**src/core/msr_params.svh**
```systemverilog
`ifndef MSR_PARAMS_SVH
`define MSR_PARAMS_SVH

// register indexes; byte address is four times the index
`define MSR_IDX_STATUS_PINS   8'h08
`define MSR_IDX_STATUS_UNITS  8'h09
`define MSR_IDX_CONTROL       8'h10

`define MSR_ADDR_WIDTH        8

`define MSR_RST_STATUS_PINS   8'h00
`define MSR_RST_STATUS_UNITS  8'h01
`define MSR_RST_CONTROL       8'h00

// fields of mgmt_irq_status_units
`define MSR_BIT_PRINTER       0
`define MSR_BIT_SERIAL_TWO    1
`define MSR_BIT_SERIAL_ONE    2
`define MSR_BIT_FLOPPY        3
`define MSR_BIT_EVENT_B3      4
`define MSR_BIT_EVENT_B4      5
`define MSR_UNITS_USED_MASK   8'h3f

// fields of the control register
`define MSR_BIT_PRINTER_ACT   0
`define MSR_CONTROL_MASK      8'h01

`endif

```
**src/core/msr_pkg.sv**
```systemverilog
`default_nettype none

package msr_pkg;

    typedef logic [7:0] msr_byte_t;

    typedef enum logic [1:0] {
        MSR_SEL_NONE,
        MSR_SEL_PINS,
        MSR_SEL_UNITS,
        MSR_SEL_CONTROL
    } msr_sel_t;

endpackage

`default_nettype wire

```
**src/core/msr_status_regs.sv**
```systemverilog
// Local design decision: the APB register port.
`include "msr_params.svh"
`default_nettype none

// Functional notes
// - The pin status register holds one event bit per first-group pin in pin order and resets to zero on the standby power-on reset.
// - Each pin status bit clears when software writes a one to it.
// - The unit status register holds printer, serial two, serial one, floppy, two pin events and reserved top bits, resetting to 0x01.
// - Unit status bits 3 to 1 mirror their sources, ignore writes and clear only when the source drops.
// - Unit status bits 5 and 4 latch their pin events and clear on a write of one.
// - The printer bit reads one while the printer port is not activated and is forced to one by every reset.
// - With the printer port activated the printer bit tracks the acknowledge input level.
module msr_status_regs
    import msr_pkg::*;
(
    input  wire logic        clock,
    input  wire logic        rst,
    input  wire logic        main_power_on_reset,
    input  wire logic        hard_reset,
    input  wire logic        psel,
    input  wire logic        penable,
    input  wire logic        pwrite,
    input  wire logic [31:0] paddr,
    input  wire logic [31:0] pwdata,
    input  wire logic [3:0]  pstrb,
    output logic             pready,
    output logic      [31:0] prdata,
    output logic             pslverr,
    input  wire logic        pin_event_a0,
    input  wire logic        pin_event_a1,
    input  wire logic        pin_event_a2,
    input  wire logic        pin_event_a3,
    input  wire logic        pin_event_a4,
    input  wire logic        pin_event_a5,
    input  wire logic        pin_event_a6,
    input  wire logic        pin_event_a7,
    input  wire logic        pin_event_b3,
    input  wire logic        pin_event_b4,
    input  wire logic        printer_acknowledge_n,
    input  wire logic        serial_two_irq,
    input  wire logic        serial_one_irq,
    input  wire logic        floppy_irq,
    output logic      [7:0]  mgmt_irq_status_pins,
    output logic      [7:0]  mgmt_irq_status_units,
    output logic             printer_port_active
);

    // new value of a write-one-to-clear bit; a set beats a clear
    function automatic logic w1c_next(input logic cur,
                                      input logic ev,
                                      input logic clr);
        w1c_next = ev | (cur & ~clr);
    endfunction

    msr_byte_t  pin_events;
    msr_sel_t   sel;
    logic       mapped;
    logic       addr_aligned;
    logic [7:0] index;
    logic       wr_commit;
    logic       lane0_wr;
    msr_byte_t  wbyte;
    msr_byte_t  read_byte;
    logic       next_pready;
    logic       printer_bit;
    logic       next_printer_active;
    logic       any_reset_printer;

    assign pin_events = {pin_event_a7, pin_event_a6, pin_event_a5,
                         pin_event_a4, pin_event_a3, pin_event_a2,
                         pin_event_a1, pin_event_a0};

    // address decode: word aligned, index in bits 9:2
    assign addr_aligned = (paddr[1:0] == 2'b00) && (paddr[31:10] == 22'h0);
    assign index        = paddr[9:2];
    assign sel = !addr_aligned                      ? MSR_SEL_NONE :
                 (index == `MSR_IDX_STATUS_PINS)    ? MSR_SEL_PINS :
                 (index == `MSR_IDX_STATUS_UNITS)   ? MSR_SEL_UNITS :
                 (index == `MSR_IDX_CONTROL)        ? MSR_SEL_CONTROL :
                                                      MSR_SEL_NONE;
    assign mapped = (sel != MSR_SEL_NONE);

    // write lands on the edge that sees pready high
    assign next_pready = psel & penable & ~pready;
    assign wr_commit   = psel & penable & pready & pwrite & mapped;
    assign lane0_wr    = wr_commit & pstrb[0];
    assign wbyte       = pwdata[7:0];

    assign read_byte =
        (sel == MSR_SEL_PINS)    ? mgmt_irq_status_pins :
        (sel == MSR_SEL_UNITS)   ? mgmt_irq_status_units :
        (sel == MSR_SEL_CONTROL) ? {7'h00, printer_port_active} :
                                   8'h00;

    // any reset drops activation, so the printer bit reads one
    assign any_reset_printer = rst | main_power_on_reset | hard_reset;
    assign next_printer_active =
        (lane0_wr && sel == MSR_SEL_CONTROL) ?
        wbyte[`MSR_BIT_PRINTER_ACT] : printer_port_active;
    assign printer_bit = printer_port_active ? printer_acknowledge_n
                                             : 1'b1;

    always_ff @(posedge clock) begin
        if (rst) begin
            pready  <= 1'b0;
            prdata  <= 32'h0000_0000;
            pslverr <= 1'b0;
        end else begin
            pready  <= next_pready;
            if (next_pready) begin
                prdata  <= pwrite ? 32'h0000_0000 : {24'h000000, read_byte};
                pslverr <= ~mapped;
            end
        end
    end

    always_ff @(posedge clock) begin
        if (any_reset_printer) begin
            printer_port_active <= 1'b0;
        end else begin
            printer_port_active <= next_printer_active;
        end
    end

    genvar g;
    generate
        for (g = 0; g < 8; g = g + 1) begin : g_pins
            logic clr;
            assign clr = lane0_wr && (sel == MSR_SEL_PINS) && wbyte[g];
            always_ff @(posedge clock) begin
                if (rst) begin
                    mgmt_irq_status_pins[g] <= 1'b0;
                end else begin
                    mgmt_irq_status_pins[g] <=
                        w1c_next(mgmt_irq_status_pins[g],
                                 pin_events[g], clr);
                end
            end
        end
    endgenerate

    logic clr_b3;
    logic clr_b4;
    assign clr_b3 = lane0_wr && (sel == MSR_SEL_UNITS)
                    && wbyte[`MSR_BIT_EVENT_B3];
    assign clr_b4 = lane0_wr && (sel == MSR_SEL_UNITS)
                    && wbyte[`MSR_BIT_EVENT_B4];

    always_ff @(posedge clock) begin
        if (rst) begin
            mgmt_irq_status_units <= `MSR_RST_STATUS_UNITS;
        end else begin
            mgmt_irq_status_units[7:6] <= 2'b00;
            mgmt_irq_status_units[`MSR_BIT_EVENT_B4] <=
                w1c_next(mgmt_irq_status_units[`MSR_BIT_EVENT_B4],
                         pin_event_b4, clr_b4);
            mgmt_irq_status_units[`MSR_BIT_EVENT_B3] <=
                w1c_next(mgmt_irq_status_units[`MSR_BIT_EVENT_B3],
                         pin_event_b3, clr_b3);
            mgmt_irq_status_units[`MSR_BIT_FLOPPY]     <= floppy_irq;
            mgmt_irq_status_units[`MSR_BIT_SERIAL_ONE] <= serial_one_irq;
            mgmt_irq_status_units[`MSR_BIT_SERIAL_TWO] <= serial_two_irq;
            mgmt_irq_status_units[`MSR_BIT_PRINTER] <=
                (main_power_on_reset | hard_reset) ? 1'b1 : printer_bit;
        end
    end

endmodule // msr_status_regs

`default_nettype wire

```
**config.mk**
```make
export PLATFORM = sky130hd
export DESIGN_NAME = msr_status_regs
export DESIGN_NICKNAME = d
export VERILOG_FILES = /design/src/core/msr_pkg.sv /design/src/core/msr_status_regs.sv
export VERILOG_INCLUDE_DIRS = /design/src /design/src/core
export SDC_FILE = /design/constraint.sdc
export NUM_CORES = 1
export LEC_CHECK = 0
export ABC_AREA = 1
export BUFFER_PORTS_ARGS = -buffer_cell sky130_fd_sc_hd__buf_2
export CORE_MARGIN = 3
export CORE_UTILIZATION = 34
export DETAILED_ROUTE_END_ITERATION = 10
export GPL_TIMING_DRIVEN = 0
export PLACE_DENSITY = 0.77
export SETUP_SLACK_MARGIN = 0.2
export SLEW_MARGIN = 15
export SYNTH_ARGS = -nofsm -noshare
export SYNTH_HDL_FRONTEND = slang
export SYNTH_SLANG_ARGS = --single-unit
```
**constraint.sdc**
```tcl
create_clock -name clock -period 1.25 [get_ports clock]
set_clock_uncertainty 0.15 [all_clocks]
set_input_delay 0.0625 -clock clock [delete_from_list [all_inputs] [get_ports clock]]
set_output_delay 0.0625 -clock clock [all_outputs]
set_load 0.005 [all_outputs]
```
==> impl_metrics.yaml, run 1 <==
status:
  status: "finished with violations"
  violations: "negative hold slack, negative setup slack"
route:
  wl_per_cell_um: 12.5
  routed_via_density: 4.34
  final_antenna_net_count: 0
  vias: 1788
  firstDrtPassIters: 6
  drt-total-wl_mm: 5.14
  route.detailed.drc: 0
  drt_iter0_markers: 44
synth:
  syn-instance-count: 208
  ys_warn_count: 0
  synth.ff_latch_count: 25
  postSynthAreaPerCell_um2: 7.37
  synthDistinctLibCells: 21
  synth_seq_area_share: 0.327
  syn-cell-area_um2: 1530
layout:
  design.final.nets: 452
  area_growth_pct: 85.1
  layout-drive-gt1-share: 0.555
  postLayoutCellArea_um2: 2840
  diodes: 0
  fillers: 355
placement:
  dpl_cell_area_um2: 2160
  port_buffers: 86
  pre_cts_slack_ns: -0.389
  dp_hpwl_mm: 3.38
  place_congestion: 0.726
grt:
  grt_usage: 0.171
  grt_max_degree: 16
  grt_pass1_wl_mm: 7.10
  antenna_found_initial: 0
  grt_pass1_vias: 1636
  overflow: 0
worst_hold_path:
  hp-class: "input port to flip-flop"
  min_from: "hard_reset"
  whs_path_depth: 3
  hold_end: "mgmt_irq_status_units[0]$_SDFF_PP1_"
clocking:
  clk_pin_slew_worst_paths_ns: 0.09
  holdBufCountCts: 22
  clock-root-buffer: "clkbuf_8"
  cts.sinks: 25
  cts-htree-levels: 1
  cts_made_buffers: 3
  cts_tree: "done"
  cts_buffer_depth: 2
  clkLatencyLatePin_ns: 0.27
sta:
  setup_violations: 17
  hold_viol: 5
  drv_slew: 0
  period_minus_slack_ns: 1.39
  hold_slack_ns: -0.149
  rsz0062_at_grt: "yes"
  setup_tns_ns: -1.33
  slew_headroom: 0.650
  fmax_ghz: 0.720
  worst_slew_pin_slew_ns: 0.525
  period_share: 1.11
  setup_ws_ns: -0.139
worst_setup_path:
  crit_required_ns: 1.25
  cp-end-kind: "flip-flop"
  reg2reg_from: "pready$_SDFF_PP0_"
  reg2reg_depth: 6
  crit_type: "input port to flip-flop"
  critPathLaunchType: "input port"
  critPathMaxFanout: 5
  critical_path_arrival_ns: 1.39
  r2r_end: "prdata[7]$_SDFFE_PP0P_"
  reg2reg_setup_slack_ns: -0.09
pwr:
  power_density_nw_per_um2: 642
  finalPower_uw: 1820
  ir_worst_vdd_mv: 0.831
  power_leakage_uw: 0.00140
floorplan:
  rows: 23
  fp.dieArea_um2: 5350
  io_pins: 140
  core_area_um2: 4170
  die_x_um: 73.1
  dieHeight_um: 73.1
  initial_utilization: 0.367
job:
  drv_cap: 0
## final cells by class
cell class | instances | area [µm²] | share of cell area
Buffer | 31 | 249 | 0.0877
Multi-Input combinational cell | 163 | 1020 | 0.361
Sequential cell | 25 | 507 | 0.179
Clock buffer | 3 | 41.3 | 0.0146
Clock inverter | 1 | 7.51 | 0.00265
Timing Repair Buffer | 125 | 893 | 0.315
Tap cell | 50 | 62.6 | 0.0220
Inverter | 14 | 52.6 | 0.0185
## flip-flops by register name, summed over array words and instances, names as in the netlist
name                   flops
mgmt_irq_status_units      6
mgmt_irq_status_pins       8
prdata                     8
pready                     1
pslverr                    1
printer_port_active        1
## placed cells by master (no fill, tap or decap), types with 2 or more instances in the layout
cell	Yosys	routed
dfxtp_1	25	22
nor2_4	3	12
a21oi_2	9	17
nand3_4	0	5
clkbuf_8	0	3
buf_2	0	77
clkbuf_1	3	2
nand4_1	6	6
inv_1	13	12
nand2_1	38	32
nand2_2	1	6
dlygate4sd3_1	0	22
dfxtp_2	0	2
nand3_1	9	5
nor2_1	44	31
inv_2	1	2
nand2_4	4	5
buf_4	27	34
buf_12	1	2
nor2_8	2	2
nand3_2	8	7
nor2_2	2	6
buf_6	0	17
conb_1	1	26
## cell usage after synthesis (all sizes together)
cell type	instances	share of area
a21oi	18	0.081
buf	28	0.15
clkbuf	3	0.0073
conb	1	0.0024
dfxtp	25	0.33
inv	14	0.034
nand2	43	0.13
nand3	17	0.082
nand4	6	0.024
nor2	51	0.16
nor3	1	0.0033
o21ai	1	0.0033
## worst max-delay path, stage by stage
cell,delay [ns]
buf_2,0.12
nor2_4,0.09
nand2_2,0.06
nor2_2,0.11
nand2_2,0.09
nor2_8,0.14
nand2_4,0.08
nor2_8,0.14
buf_12,0.11
buf_16,0.12
nand3_2,0.07
a21oi_2,0.14
nor2_1,0.05
## cells by family (layout without fill, tap and decap cells)
group                  after synthesis  in the layout  share of synthesized area
AND/OR/NAND/NOR                    118            118                      0.400
buffers and inverters               45            174                      0.187
flip-flops                          25             25                      0.327
AO/OA/AOI/OAI                       19             19                     0.0841
other                                1             26                    0.00245
## where the power goes
group	total (µW)	switching (µW)	leakage (µW)	internal [µW]
clock network	496	270	0.0000217	226
logic	468	196	0.00117	272
registers	857	29.5	0.000207	828
total	1820	495	0.00140	1330
## per-stage QoR
| stage | util | std cells |
|---|---|---|
| finish | 0.680 | 412 |
| global route | 0.680 | 412 |
| CTS | 0.626 | 407 |
| detailed placement | 0.518 | 369 |
| global placement | 0.518 | 369 |
| floorplan | - | 233 |
## how the worst max path moves through the flow
stage / from / to / slack, ns / depth (start not counted)
after floorplan: paddr[11] / mgmt_irq_status_pins[6]$_SDFF_PP0_ / -0.12 / 9
after global placement: paddr[11] / mgmt_irq_status_pins[5]$_SDFF_PP0_ / -0.36 / 10
after detailed placement: paddr[11] / mgmt_irq_status_pins[4]$_SDFF_PP0_ / -0.39 / 10
after CTS: paddr[11] / mgmt_irq_status_units[4]$_SDFF_PP0_ / -0.09 / 10
after global routing: paddr[18] / mgmt_irq_status_units[5]$_SDFF_PP0_ / -0.23 / 12
final: paddr[27] / mgmt_irq_status_pins[6]$_SDFF_PP0_ / -0.14 / 13
## routing by layer
| layer | up-vias | track usage | wire [µm] |
|---|---|---|---|
| met5 | - | 0 | 0 |
| met4 | 0 | 0.0287 | 18 |
| met3 | 2 | 0.0455 | 463 |
| met2 | 74 | 0.335 | 2800 |
| met1 | 795 | 0.181 | 1850 |
| li1 | 917 | - | - |
## what timing repair did
action                                  in CTS  in global routing
pin swaps                                    4                 28
endpoints found under the hold margin       18                  5
endpoints found under the setup margin      21                 22
gates cloned                                 2                  0
buffers inserted                            10                  5
gates resized for setup                     23                 42
Note: power is estimated with default switching activity, not from simulation.
==> inputs of run 2 (changes only) <==
--- a/config.mk
+++ b/config.mk
@@ -11,7 +11,6 @@
 export CORE_MARGIN = 3
 export CORE_UTILIZATION = 34
 export DETAILED_ROUTE_END_ITERATION = 10
-export GPL_TIMING_DRIVEN = 0
 export PLACE_DENSITY = 0.77
 export SETUP_SLACK_MARGIN = 0.2
 export SLEW_MARGIN = 15
==> run 2 against run 1 <==
Net effect:
- the flow still finishes with violations (negative hold slack, negative setup slack)
- hold slack got worse by 0.0083 ns
- sequential power about the same
- via count decreased by 3.9%
- critical path depth decreased by 7
- non-clock buffer count decreased by 26
- wire length decreased by 9.0%
- maximum frequency increased by 7.8%
- register-to-register slack improved by 0.05 ns
- design area decreased by 8.0%
- clock-buffer cell count unchanged
- core utilization decreased by 5.4 points
- highest routed layer unchanged
==> impl_metrics.yaml, run 2 (synthesized netlist as in run 1, its figures left out) <==
status:
  status: "finished with violations"
  violations: "negative hold slack, negative setup slack"
route:
  wl_per_cell_um: 12.1
  drt-total-wl_mm: 4.67
  vias: 1719
  route.detailed.drc: 0
  final_antenna_net_count: 0
  firstDrtPassIters: 4
  drt_iter0_markers: 42
  routed_via_density: 4.44
sta:
  hold_slack_ns: -0.158
  drv_slew: 0
  period_share: 1.03
  hold_viol: 2
  setup_ws_ns: -0.0390
  rsz0062_at_grt: "yes"
  setup_violations: 5
  fmax_ghz: 0.776
  period_minus_slack_ns: 1.29
floorplan:
  io_pins: 140
  rows: 23
  fp.dieArea_um2: 5350
  die_x_um: 73.1
  core_area_um2: 4170
  dieHeight_um: 73.1
  initial_utilization: 0.367
job:
  drv_cap: 0
layout:
  postLayoutCellArea_um2: 2610
  layout_commonest_cell: "buf_2"
  area_growth_pct: 70.4
  final_cell_mix: "buf_2, nand2_1, nor2_1"
  design.final.nets: 427
  diodes: 0
  reg.largest.list: "mgmt_irq_status_pins x8, prdata x8, mgmt_irq_status_units x6"
  layout-drive-gt1-share: 0.525
worst_setup_path:
  critical_path_arrival_ns: 1.34
  crit_required_ns: 1.30
  critPathLaunchType: "flip-flop"
  cp-startpoint: "pready$_SDFF_PP0_"
  cp-end-kind: "flip-flop"
  reg2reg_from: "pready$_SDFF_PP0_"
  crit_type: "flip-flop to flip-flop"
  critPathMaxFanout: 7
placement:
  pre_cts_slack_ns: -0.327
  port_buffers: 86
  dpl_cell_area_um2: 2030
  dp_hpwl_mm: 3.13
  place_congestion: 0.803
pwr:
  finalPower_uw: 1750
  power_leakage_uw: 0.00125
  ir_worst_vdd_mv: 0.879
  power_density_nw_per_um2: 672
clocking:
  cts.sinks: 25
  clock-root-buffer: "clkbuf_8"
  holdBufCountCts: 23
  clk_pin_slew_worst_paths_ns: 0.08
  cts_tree: "done"
  cts_buffer_depth: 2
  cts_made_buffers: 3
  clkLatencyLatePin_ns: 0.28
  cts-htree-levels: 1
grt:
  grt_pass1_wl_mm: 7.01
  antenna_found_initial: 0
  grt_max_degree: 17
  grt_usage: 0.165
  overflow: 0
  grt_pass1_vias: 1631
worst_hold_path:
  hp-class: "input port to flip-flop"
  min_from: "hard_reset"
[run 2: cell count changes in the layout (fill, tap and decap cells not counted), sizes merged]
cell	previous run	this run
dlygate4sd3	22	23
nor2	51	52
clkbuf	5	3
buf	132	107
[run 2: routing by layer]
metal | routed length, µm | vias to the layer above | track usage
li1 | - | 867 | -
met1 | 1790 | 768 | 0.189
met2 | 2450 | 80 | 0.309
met3 | 404 | 4 | 0.0427
met4 | 34 | 0 | 0.0287
met5 | 0 | - | 0
[run 2: worst paths after layout]
kind / endpoint / slack [ns] / cells after the start
max reg2reg: prdata[6]$_SDFFE_PP0P_ / -0.04 / 6
min reg2reg: prdata[6]$_SDFFE_PP0P_ / 0.32 / 2
min: mgmt_irq_status_units[0]$_SDFF_PP1_ / -0.16 / 3
max: prdata[6]$_SDFFE_PP0P_ / -0.04 / 6
[run 2: timing repair]
item,4_1_cts,5_1_grt
hold endpoints to repair,21,2
cloned,1,0
buffers inserted,1,5
gates resized for setup,21,37
pin swaps,10,29
endpoints found under the setup margin,20,25
[run 2: final cells by class]
| cell class | instances | area (µm²) |
|---|---|---|
| Tap cell | 50 | 62.6 |
| Inverter | 14 | 55.1 |
| Fill cell | 346 | 1560 |
| Timing Repair Buffer | 130 | 935 |
| Clock inverter | 1 | 7.51 |
| Sequential cell | 25 | 507 |
| Clock buffer | 3 | 41.3 |
| Multi-Input combinational cell | 164 | 1000 |
[run 2: where the power goes]
part | switching, µW | internal, µW | total [µW]
Sequential | 27.8 | 830 | 858
Combinational | 173 | 222 | 395
Clock | 275 | 226 | 501
[run 2: through the flow]
stage               setup TNS [ns]   util  instances
global route                 -1.60  0.626        387
finish                     -0.0927  0.626        387
floorplan                    -1.07      -        233
CTS                         -0.178  0.582        382
detailed placement           -5.23  0.486        353
global placement             -4.65  0.486        353
[run 2: critical path, stage by stage, from the launching register on]
cell	delay (ns)
dfxtp_2	0.34
nor2_2	0.14
inv_2	0.06
nor2_4	0.19
buf_4	0.15
nand3_2	0.06
a21oi_1	0.13
